File: src/design/ilc_consts.svh
/*
 Offsets, field positions, reset values and map geometry for the input
 link error and channel control registers. Assumes byte addressing
 with one aligned 32-bit word per register and four channel pages.
*/
// Contract
// - Bits 0-19 flag parity errors per data pin across enabled links.
// - Bits 20-23 flag a parity error on each link.
// - Bits 24-27 flag a protocol error on each link.
// - Bits 28-31 flag link down on each link.
// - Only enabled links feed the error map; disabled links are ignored.
// - Error map bits stay set until the error-clear pulse.
// - Bits 0-15 count cycles with any enabled parity or protocol error.
// - Bits 16-31 count cycles with any enabled link down.
// - Counters are zero after reset and zeroed by error-clear.
// - Pulse bits 0-3 reset the matching link; read as zero.
// - Pulse bit 4 clears all error flags and counters.
// - Pulse bit 5 empties input FIFOs; not while events arrive.
// - Pulse bit 6 zeroes the depth monitor histogram.
// - Busy when occupancy exceeds threshold; all-ones threshold blocks busy.
// - Channel version returns module type, code type, revision from 1.
// - Control bit 0 enables link input; zero gives bus FIFO access.
// - Control bit 1 selects 20-bit words, else 16-bit.
// - Control bit 2 halts the bunch-number FIFO and opens bus access.
// - Status shows link-ready, FIFO full, empty, partial on fixed bits.
// - Slice count holds primary 1-7 and secondary 0-31 header fields.
// - Sub-slice register packs six 5-bit maps in bits 0-29.
// - A sub-slice is discarded when its map bit is set.
`ifndef ILC_CONSTS_SVH
`define ILC_CONSTS_SVH

// Common register byte offsets
`define ILC_OFS_ERR_MAP   18'h00008
`define ILC_OFS_ERR_CNT   18'h0000C
`define ILC_OFS_PULSE     18'h00010
`define ILC_OFS_DBUSY     18'h00014
`define ILC_OFS_EBUSY     18'h00018
`define ILC_OFS_BBUSY     18'h0001C

// Channel page offsets, page selected by address bits 17:16
`define ILC_OFS_CH_VER    16'h0800
`define ILC_OFS_CH_CTRL   16'h0804
`define ILC_OFS_CH_STAT   16'h0808
`define ILC_OFS_CH_SLICE  16'h080C
`define ILC_OFS_CH_SUB    16'h0810

// Error map field positions
`define ILC_MAP_PAR_LSB   20
`define ILC_MAP_PROTO_LSB 24
`define ILC_MAP_DOWN_LSB  28

// Pulse bits
`define ILC_PLS_CLR_ERR   4
`define ILC_PLS_FLUSH     5
`define ILC_PLS_MON_CLR   6

// Control bits
`define ILC_CTRL_ENABLE   0
`define ILC_CTRL_WIDTH20  1
`define ILC_CTRL_BN_HOLD  2

// Slice count field positions
`define ILC_SLC_SEC_LSB   8

// Reset values and disabling thresholds
`define ILC_DBUSY_OFF     13'h1FFF
`define ILC_EBUSY_OFF     9'h1FF
`define ILC_BBUSY_OFF     9'h1FF

// Map geometry
`define ILC_COMPONENTS    3'h6
`define ILC_SUBSLICES     3'h5
`define ILC_MAP_WIDTH     5

`endif

File: src/design/ilc_pkg.sv
/*
 Types shared by the input link register bank: link pin groups,
 FIFO state, occupancy, per-channel configuration and sub-slice tags.
 Assumes four links, each with 20 data pins.
*/
package ilc_pkg;
    // Per-link signals seen from the receiver
    typedef struct packed {
        logic [19:0] par_pins;
        logic        proto_err;
        logic        link_down;
        logic        link_ready;
    } ilc_link_in_type;

    // FIFO flags from the channel logic
    typedef struct packed {
        logic data_full;
        logic data_empty;
        logic data_part;
        logic evt_full;
        logic evt_empty;
        logic evt_part;
    } ilc_fifo_stat_type;

    // FIFO occupancies for busy
    typedef struct packed {
        logic [12:0] data_occ;
        logic [8:0]  evt_occ;
        logic [8:0]  bunch_occ;
    } ilc_occ_type;

    // Configuration driven to a channel
    typedef struct packed {
        logic        enable;
        logic        width20;
        logic        bunch_hold;
        logic [2:0]  primary_slice_header_field;
        logic [4:0]  secondary_slice_header_field;
        logic [29:0] discard_map;
    } ilc_chan_cfg_type;

    // One sub-slice offered for the discard decision
    typedef struct packed {
        logic       valid;
        logic [2:0] comp;
        logic [2:0] slice;
    } ilc_subslice_type;
endpackage

File: src/design/ilc_input_regs.sv
/*
 Register bank for the input stage: error map and counters, pulse
 controls, FIFO busy thresholds and per-channel control for four links.
 Assumes link inputs are asynchronous and FIFO flags come from clk_sys_in.
 Assumes one-cycle read or write strobes, never both at once,
 each answered by a one-cycle acknowledge.
 Occupancies and offered sub-slices share clk_sys_in: no sync.
*/
`timescale 1ns/1ps
`include "ilc_consts.svh"
`default_nettype none
module ilc_input_regs
    import ilc_pkg::*;
#(
    parameter logic [15:0] MODULE_TYPE = 16'h0A5A, // Arbitrary value
    parameter logic [7:0]  CODE_TYPE   = 8'h01,    // Arbitrary value
    parameter logic [7:0]  REVISION    = 8'h01
) (
    // Clock and reset
    input  wire logic                    clk_sys_in,
    input  wire logic                    rst_n_in,
    // Register port
    input  wire logic [17:0]             reg_addr_in,
    input  wire logic                    reg_wr_in,
    input  wire logic                    reg_rd_in,
    input  wire logic [31:0]             reg_wdata_in,
    output logic      [31:0]             reg_rdata_out,
    output logic                         reg_ack_out,
    // Link and FIFO state
    input  wire ilc_link_in_type   [3:0] link_in,
    input  wire ilc_fifo_stat_type [3:0] fifo_stat_in,
    input  wire ilc_occ_type       [3:0] occ_in,
    input  wire ilc_subslice_type  [3:0] subslice_in,
    // Controls
    output logic      [3:0]              link_reset_out,
    output logic                         fifo_flush_out,
    output logic                         depth_mon_clear_out,
    output logic                         busy_out,
    output ilc_chan_cfg_type [3:0]       chan_cfg_out,
    output logic      [3:0]              discard_out
);

    // Sync stages and agreed link view
    ilc_link_in_type [3:0] s1_q;
    ilc_link_in_type [3:0] s2_q;
    ilc_link_in_type [3:0] s3_q;
    ilc_link_in_type [3:0] lnk_q;

    // Error map, hits and counters
    logic [31:0]           err_map_q;
    logic [31:0]           hits;
    logic                  any_err;
    logic                  any_down;
    logic [15:0]           err_cnt_q;
    logic [15:0]           down_cnt_q;

    // Pulses and busy thresholds
    logic [6:0]            pulse_q;
    logic [12:0]           dthr_q;
    logic [8:0]            ethr_q;
    logic [8:0]            bthr_q;
    logic                  busy_d;

    // Per-channel configuration
    ilc_chan_cfg_type [3:0] cfg_q;

    // Address decode and read path
    logic [31:0]           rd_mux;
    logic                  common_pg;
    logic [1:0]            ch;
    logic [15:0]           ch_ofs;
    logic                  wr_pulse;

    // Address split into common page and channel page
    // Page zero also holds the common block
    assign ch        = reg_addr_in[17:16];
    assign ch_ofs    = reg_addr_in[15:0];
    assign common_pg = (ch == 2'h0) && (ch_ofs[15:8] == 8'h00);
    assign wr_pulse  = reg_wr_in && (reg_addr_in == `ILC_OFS_PULSE);

    // Three-stage sync; a change is taken only once stages two and three agree
    // Stage one feeds stage two only
    always_ff @(posedge clk_sys_in or negedge rst_n_in) begin
        if (!rst_n_in) begin
            s1_q  <= '0;
            s2_q  <= '0;
            s3_q  <= '0;
            lnk_q <= '0;
        end else begin
            s1_q  <= link_in;
            s2_q  <= s1_q;
            s3_q  <= s2_q;
            // Disagreeing stages keep the old view
            lnk_q <= (~(s2_q ^ s3_q) & s3_q) | ((s2_q ^ s3_q) & lnk_q);
        end
    end

    // Error indications gated by channel enable
    // Pins of all enabled links share bits 0-19
    always_comb begin
        hits     = '0;
        any_err  = 1'b0;
        any_down = 1'b0;
        for (int i = 0; i < 4; i++) begin
            if (cfg_q[i].enable) begin
                hits[19:0] = hits[19:0] | lnk_q[i].par_pins;
                hits[`ILC_MAP_PAR_LSB + i]   = |lnk_q[i].par_pins;
                hits[`ILC_MAP_PROTO_LSB + i] = lnk_q[i].proto_err;
                hits[`ILC_MAP_DOWN_LSB + i]  = lnk_q[i].link_down;
                any_err  = any_err | (|lnk_q[i].par_pins) | lnk_q[i].proto_err;
                any_down = any_down | lnk_q[i].link_down;
            end
        end
    end

    // Sticky map; a new error in the clear cycle survives the clear
    always_ff @(posedge clk_sys_in or negedge rst_n_in) begin
        if (!rst_n_in) begin
            err_map_q <= '0;
        end else if (pulse_q[`ILC_PLS_CLR_ERR]) begin
            err_map_q <= hits;
        end else begin
            err_map_q <= err_map_q | hits;
        end
    end

    // Cycle counters; they wrap rather than saturate
    // Clear cycle counts its own hit, none lost
    always_ff @(posedge clk_sys_in or negedge rst_n_in) begin
        if (!rst_n_in) begin
            err_cnt_q  <= '0;
            down_cnt_q <= '0;
        end else if (pulse_q[`ILC_PLS_CLR_ERR]) begin
            err_cnt_q  <= {15'h0000, any_err};
            down_cnt_q <= {15'h0000, any_down};
        end else begin
            err_cnt_q  <= err_cnt_q + {15'h0000, any_err};
            down_cnt_q <= down_cnt_q + {15'h0000, any_down};
        end
    end

    // Pulse bits live one cycle and fall back unaided
    // A written zero loads zero: no effect
    always_ff @(posedge clk_sys_in or negedge rst_n_in) begin
        if (!rst_n_in) begin
            pulse_q <= '0;
        end else if (wr_pulse) begin
            pulse_q <= reg_wdata_in[6:0];
        end else begin
            pulse_q <= '0;
        end
    end

    // Pulse outputs straight from the pulse flops
    assign link_reset_out      = pulse_q[3:0];
    assign fifo_flush_out      = pulse_q[`ILC_PLS_FLUSH];
    assign depth_mon_clear_out = pulse_q[`ILC_PLS_MON_CLR];

    // Busy thresholds reset to all ones so nothing is busy before setup
    // Upper write bits are dropped
    always_ff @(posedge clk_sys_in or negedge rst_n_in) begin
        if (!rst_n_in) begin
            dthr_q <= `ILC_DBUSY_OFF;
            ethr_q <= `ILC_EBUSY_OFF;
            bthr_q <= `ILC_BBUSY_OFF;
        end else if (reg_wr_in) begin
            if (reg_addr_in == `ILC_OFS_DBUSY) begin
                dthr_q <= reg_wdata_in[12:0];
            end
            if (reg_addr_in == `ILC_OFS_EBUSY) begin
                ethr_q <= reg_wdata_in[8:0];
            end
            if (reg_addr_in == `ILC_OFS_BBUSY) begin
                bthr_q <= reg_wdata_in[8:0];
            end
        end
    end

    // Busy from any channel's FIFO above its threshold
    // Equal to the threshold is not busy yet
    always_comb begin
        busy_d = 1'b0;
        for (int i = 0; i < 4; i++) begin
            if ((dthr_q != `ILC_DBUSY_OFF) && (occ_in[i].data_occ > dthr_q)) begin
                busy_d = 1'b1;
            end
            if ((ethr_q != `ILC_EBUSY_OFF) && (occ_in[i].evt_occ > ethr_q)) begin
                busy_d = 1'b1;
            end
            if ((bthr_q != `ILC_BBUSY_OFF) && (occ_in[i].bunch_occ > bthr_q)) begin
                busy_d = 1'b1;
            end
        end
    end

    // Registered so busy leaves from a flop
    always_ff @(posedge clk_sys_in or negedge rst_n_in) begin
        if (!rst_n_in) begin
            busy_out <= 1'b0;
        end else begin
            busy_out <= busy_d;
        end
    end

    // Channel configuration; enable resets low to keep noisy links out
    // Common offsets never match these items
    always_ff @(posedge clk_sys_in or negedge rst_n_in) begin
        if (!rst_n_in) begin
            cfg_q <= '0;
        end else if (reg_wr_in) begin
            case (ch_ofs)
                `ILC_OFS_CH_CTRL: begin
                    cfg_q[ch].enable     <= reg_wdata_in[`ILC_CTRL_ENABLE];
                    cfg_q[ch].width20    <= reg_wdata_in[`ILC_CTRL_WIDTH20];
                    cfg_q[ch].bunch_hold <= reg_wdata_in[`ILC_CTRL_BN_HOLD];
                end
                `ILC_OFS_CH_SLICE: begin
                    cfg_q[ch].primary_slice_header_field <= reg_wdata_in[2:0];
                    cfg_q[ch].secondary_slice_header_field <=
                        reg_wdata_in[`ILC_SLC_SEC_LSB +: 5];
                end
                `ILC_OFS_CH_SUB: begin
                    cfg_q[ch].discard_map <= reg_wdata_in[29:0];
                end
                default: begin
                end
            endcase
        end
    end

    // Configuration straight from its flops
    assign chan_cfg_out = cfg_q;

    // Discard decision per offered sub-slice, one cycle later
    // Widen before the multiply; index reaches 29
    always_ff @(posedge clk_sys_in or negedge rst_n_in) begin
        if (!rst_n_in) begin
            discard_out <= '0;
        end else begin
            for (int i = 0; i < 4; i++) begin
                discard_out[i] <= subslice_in[i].valid
                    && (subslice_in[i].comp < `ILC_COMPONENTS)
                    && (subslice_in[i].slice < `ILC_SUBSLICES)
                    && cfg_q[i].discard_map[(5'(subslice_in[i].comp) * 5'h05)
                                            + 5'(subslice_in[i].slice)];
            end
        end
    end

    // Read mux; unmapped and write-only addresses read zero
    // Status is not gated by the enable
    always_comb begin
        rd_mux = '0;
        if (common_pg) begin
            case (reg_addr_in)
                `ILC_OFS_ERR_MAP: rd_mux = err_map_q;
                `ILC_OFS_ERR_CNT: rd_mux = {down_cnt_q, err_cnt_q};
                `ILC_OFS_PULSE:   rd_mux = '0;
                `ILC_OFS_DBUSY:   rd_mux = {19'h00000, dthr_q};
                `ILC_OFS_EBUSY:   rd_mux = {23'h000000, ethr_q};
                `ILC_OFS_BBUSY:   rd_mux = {23'h000000, bthr_q};
                default:          rd_mux = '0;
            endcase
        end else begin
            case (ch_ofs)
                `ILC_OFS_CH_VER:   rd_mux = {REVISION, CODE_TYPE, MODULE_TYPE};
                `ILC_OFS_CH_CTRL:  rd_mux = {29'h00000000, cfg_q[ch].bunch_hold,
                                             cfg_q[ch].width20, cfg_q[ch].enable};
                `ILC_OFS_CH_STAT:  rd_mux = {25'h0000000,
                                             fifo_stat_in[ch].evt_part,
                                             fifo_stat_in[ch].data_part,
                                             fifo_stat_in[ch].evt_empty,
                                             fifo_stat_in[ch].data_empty,
                                             fifo_stat_in[ch].evt_full,
                                             fifo_stat_in[ch].data_full,
                                             lnk_q[ch].link_ready};
                `ILC_OFS_CH_SLICE: rd_mux = {19'h00000,
                                             cfg_q[ch].secondary_slice_header_field,
                                             5'h00, cfg_q[ch].primary_slice_header_field};
                `ILC_OFS_CH_SUB:   rd_mux = {2'h0, cfg_q[ch].discard_map};
                default:           rd_mux = '0;
            endcase
        end
    end

    // Answer one cycle after each access
    // Data is zero outside reads
    always_ff @(posedge clk_sys_in or negedge rst_n_in) begin
        if (!rst_n_in) begin
            reg_rdata_out <= '0;
            reg_ack_out   <= 1'b0;
        end else begin
            reg_rdata_out <= reg_rd_in ? rd_mux : 32'h00000000;
            reg_ack_out   <= reg_rd_in | reg_wr_in;
        end
    end
endmodule
`default_nettype wire

File: config.mk
export PLATFORM = sky130hd
export DESIGN_NAME = ilc_input_regs
export DESIGN_NICKNAME = d
export VERILOG_FILES = /design/src/design/ilc_pkg.sv /design/src/design/ilc_input_regs.sv
export VERILOG_INCLUDE_DIRS = /design/src /design/src/design
export SDC_FILE = /design/constraint.sdc
export NUM_CORES = 1
export LEC_CHECK = 0
export BUFFER_PORTS_ARGS = -buffer_cell sky130_fd_sc_hd__buf_2
export CAP_MARGIN = 20
export CORE_UTILIZATION = 56
export DETAILED_ROUTE_END_ITERATION = 7
export HOLD_SLACK_MARGIN = 0.15
export PLACE_DENSITY = 0.8
export SYNTH_ARGS = -nofsm -noshare
export SYNTH_HDL_FRONTEND = slang
export SYNTH_SLANG_ARGS = --single-unit
File: constraint.sdc
create_clock -name clk_sys_in -period 3.35 [get_ports clk_sys_in]
set_clock_uncertainty 0.05 [all_clocks]
set_input_delay 0.5025 -clock clk_sys_in [delete_from_list [all_inputs] [get_ports clk_sys_in]]
set_output_delay 0.5025 -clock clk_sys_in [all_outputs]
set_load 0.03 [all_outputs]
==> results.toml <==
[synthesis]
yosysWarnings = 0
syn_nets = 2527
yosys.cell_types.count = 65
synth_seq_cells = 672
synth_seq_area_share_pct = 58.6
avgSynthCellArea_um2 = 14.1
syn_area_um2 = 28800
ys.flop_type = "dfrtp_1"
async_flop_share_pct = 100
synthCells = 2041
synth_edf_count = 0

[clock_network]
tritoncts = "done"
clk_pin_slew_ps = 60
cts-root-buf = "clkbuf_16"
htreeDepth = 3
worst_skew_pair.late_latency_ps = 620
clockBufferDepth = 3
cts_num_sinks = 672
postCtsSetupRepairBufs = 0
cts_buffers = 67

[timing]
tightest_slew_ps = 853
timing.final.crit_share_pct = 91.4
relSlewSlack_pct = 43.1
hold_viol_final = 0
clock.fmax_mhz = 327
maxSlewViolCount = 0
rsz0062_at_grt = "no"
setup_viol = 0
fin_crit_ps = 3060
final.setup.tns_ps = 0

[setup_path]
critPathMaxFanout = 5
crit_path_start_kind = "flip-flop"
path_class = "reg2reg"
crit_arrival_ps = 3490
rr_worst_depth = 12
worstPathRequired_ps = 3780
crit_path_end_kind = "flip-flop"

[routing]
num_vias = 21200
firstDrtPassIters = 6
viasPerCell = 6.14
drc = 0
post_drt_wl_per_cell_um = 26.2
wl_um = 90400
drt_iter0_markers = 2017
ant_nets = 0

[final_layout]
final_cell_count_no_fill = 3446
syn2layout_area_growth_pct = 24.7
fill_cells = 3366
multi_input_area_um2 = 11400
final_nets = 3209
layout-drive-gt1-share_pct = 34.8
seqCellArea_um2 = 16900

[die]
die_y_um = 229
rows = 82
die_w_um = 229
core_um2 = 50400
io_pins = 530
die_area_um2 = 52300
start_util_pct = 57.1

[placed_design]
dp_cells = 3208
gp_congestion = 0.969
hpwl_um = 63800
numPortBuffers = 527

[grt]
antenna_found_initial = 6
grt_pass1_wl_um = 137000
track_usage_pct = 35.1
grt_pass1_vias = 22100
grt_max_degree = 112
overflow = 0

[status]
status = "complete, no violations"

[hold_path]
holdPathStages = 4
hp-class = "in2reg"

[flow_run]
drv_cap = 0

[power_and_ir_drop]
ir_drop_mv = 0.502
leakagePower_nw = 17.3
power_density_nw_per_um2 = 491
## cells in the final DEF, fill, tap and decap left out, drive strengths merged, types with 5 or more instances in the layout
master,count
dfrtp,641
o21a,6
or3,5
nor2,80
a22oi,47
o21ai,36
nor2b,12
a22o,19
a211oi,9
a2111oi,6
a31oi,10
o21bai,5
nand2b,7
ha,160
and4,6
dfstp,31
mux2,195
and2,11
nor3,16
nand3,51
xnor2,16
nand3b,5
inv,63
and3,9
a221oi,14
dlygate4sd3,118
a21oi,85
nand4,28
clkinv,11
buf,576
mux4,80
nor4,28
a222oi,26
xor2,24
clkbuf,92
a21o,12
bufinv,6
mux2i,12
maj3,92
nand2,86
## cells in the mapped netlist, types with 9 or more instances
| master | instances | area (µm²) |
|---|---|---|
| mux2_2 | 160 | 1800 |
| nor2b_1 | 12 | 75.1 |
| ha_1 | 160 | 2000 |
| o21ai_0 | 34 | 170 |
| nand4_1 | 28 | 175 |
| nor2_1 | 80 | 300 |
| nand2_1 | 83 | 312 |
| nor4_1 | 24 | 150 |
| xnor2_1 | 16 | 140 |
| nor3_1 | 12 | 60.1 |
| buf_2 | 26 | 130 |
| mux2_1 | 35 | 394 |
| mux4_2 | 80 | 1800 |
| clkbuf_1 | 41 | 154 |
| inv_1 | 58 | 218 |
| and3_1 | 9 | 56.3 |
| a31oi_1 | 10 | 62.6 |
| buf_4 | 9 | 67.6 |
| maj3_1 | 92 | 921 |
| a22oi_1 | 47 | 353 |
| dfstp_2 | 31 | 815 |
| xor2_1 | 24 | 210 |
| mux2i_1 | 12 | 120 |
| a211oi_1 | 9 | 67.6 |
| a21o_1 | 12 | 90.1 |
| a221oi_1 | 14 | 123 |
| a21oi_1 | 85 | 425 |
| dfrtp_1 | 641 | 16000 |
| nand3_1 | 51 | 255 |
| a222oi_1 | 26 | 260 |
| and2_1 | 11 | 68.8 |
| a22o_1 | 19 | 166 |
## worst max-delay path, cell delays in order (launching register included)
cell     delay [ps]
dfrtp_1         430
nor4_1          470
nand3_1         280
o21ai_0         300
and4_1          300
nand2_1         100
ha_1            240
and3_1          160
nand3_1         170
nor2_1          100
nand4_1         120
xor2_1          150
nor2_1           50
## where the power goes
part	internal, mW	switching (mW)	total [mW]
sequential	8.40	0.212	8.62
combinational	0.623	0.716	1.34
clock	4.44	3.24	7.67
## kinds of logic after synthesis
| family | synth area share [%] |
|---|---|
| AO/OA/AOI/OAI | 7.04 |
| XOR/XNOR | 1.22 |
| adder cells (fa/ha/maj) | 10.4 |
| buffers and inverters | 2.04 |
| flip-flops | 58.6 |
| multiplexers | 14.3 |
| AND/OR/NAND/NOR | 6.35 |
## timing repair
action                                 4_1_cts  5_1_grt
hold buffers                               118        0
gates resized for setup                      0        0
endpoints found under the hold margin      220        0
## per-layer routing
metal  vias up  track usage (%)  share of wire [%]
met5         -                0              0.063
met4         8             14.4                4.3
met3       251             8.75                8.6
met2      1151             59.1                 50
met1     10800             43.3                 37
li1       8952                -                  -
## stage by stage
stage	util (%)	hold WS (ps)	cell area (µm²)	power, mW	setup slack (ps)
after floorplan	-	157	28800	9.24	372
after global placement	64.4	284	32500	9.88	173
after detailed placement	64.4	285	32500	9.95	182
after CTS	71.2	167	35900	17.7	335
after global routing	71.2	191	35900	18.2	82.3
final	71.2	196	35900	17.6	288
## final timing paths
check                          startpoint                    endpoint  slack (ps)
min reg2reg                      s1_q[37]                    s2_q[37]         290
min                        subslice_in[4]              discard_out[0]         200
max in group asynchronous        rst_n_in  asynchronous set/reset pin        1820
min in group asynchronous        rst_n_in                    s1_q[88]         390
max                             flip-flop               err_cnt_q[14]         290
max reg2reg                     flip-flop               err_cnt_q[14]         290
## layout make-up
class | count | share of cell area [%]
antenna | 3 | 0.0209
clock buffer | 92 | 5.22
clock inverter | 25 | 1.01
inverter | 58 | 0.607
multi-input combinational | 1230 | 31.7
sequential | 672 | 47.0
tap | 672 | 2.34
timing repair buffer | 694 | 12.2
Power figures use the tool's default switching activity.
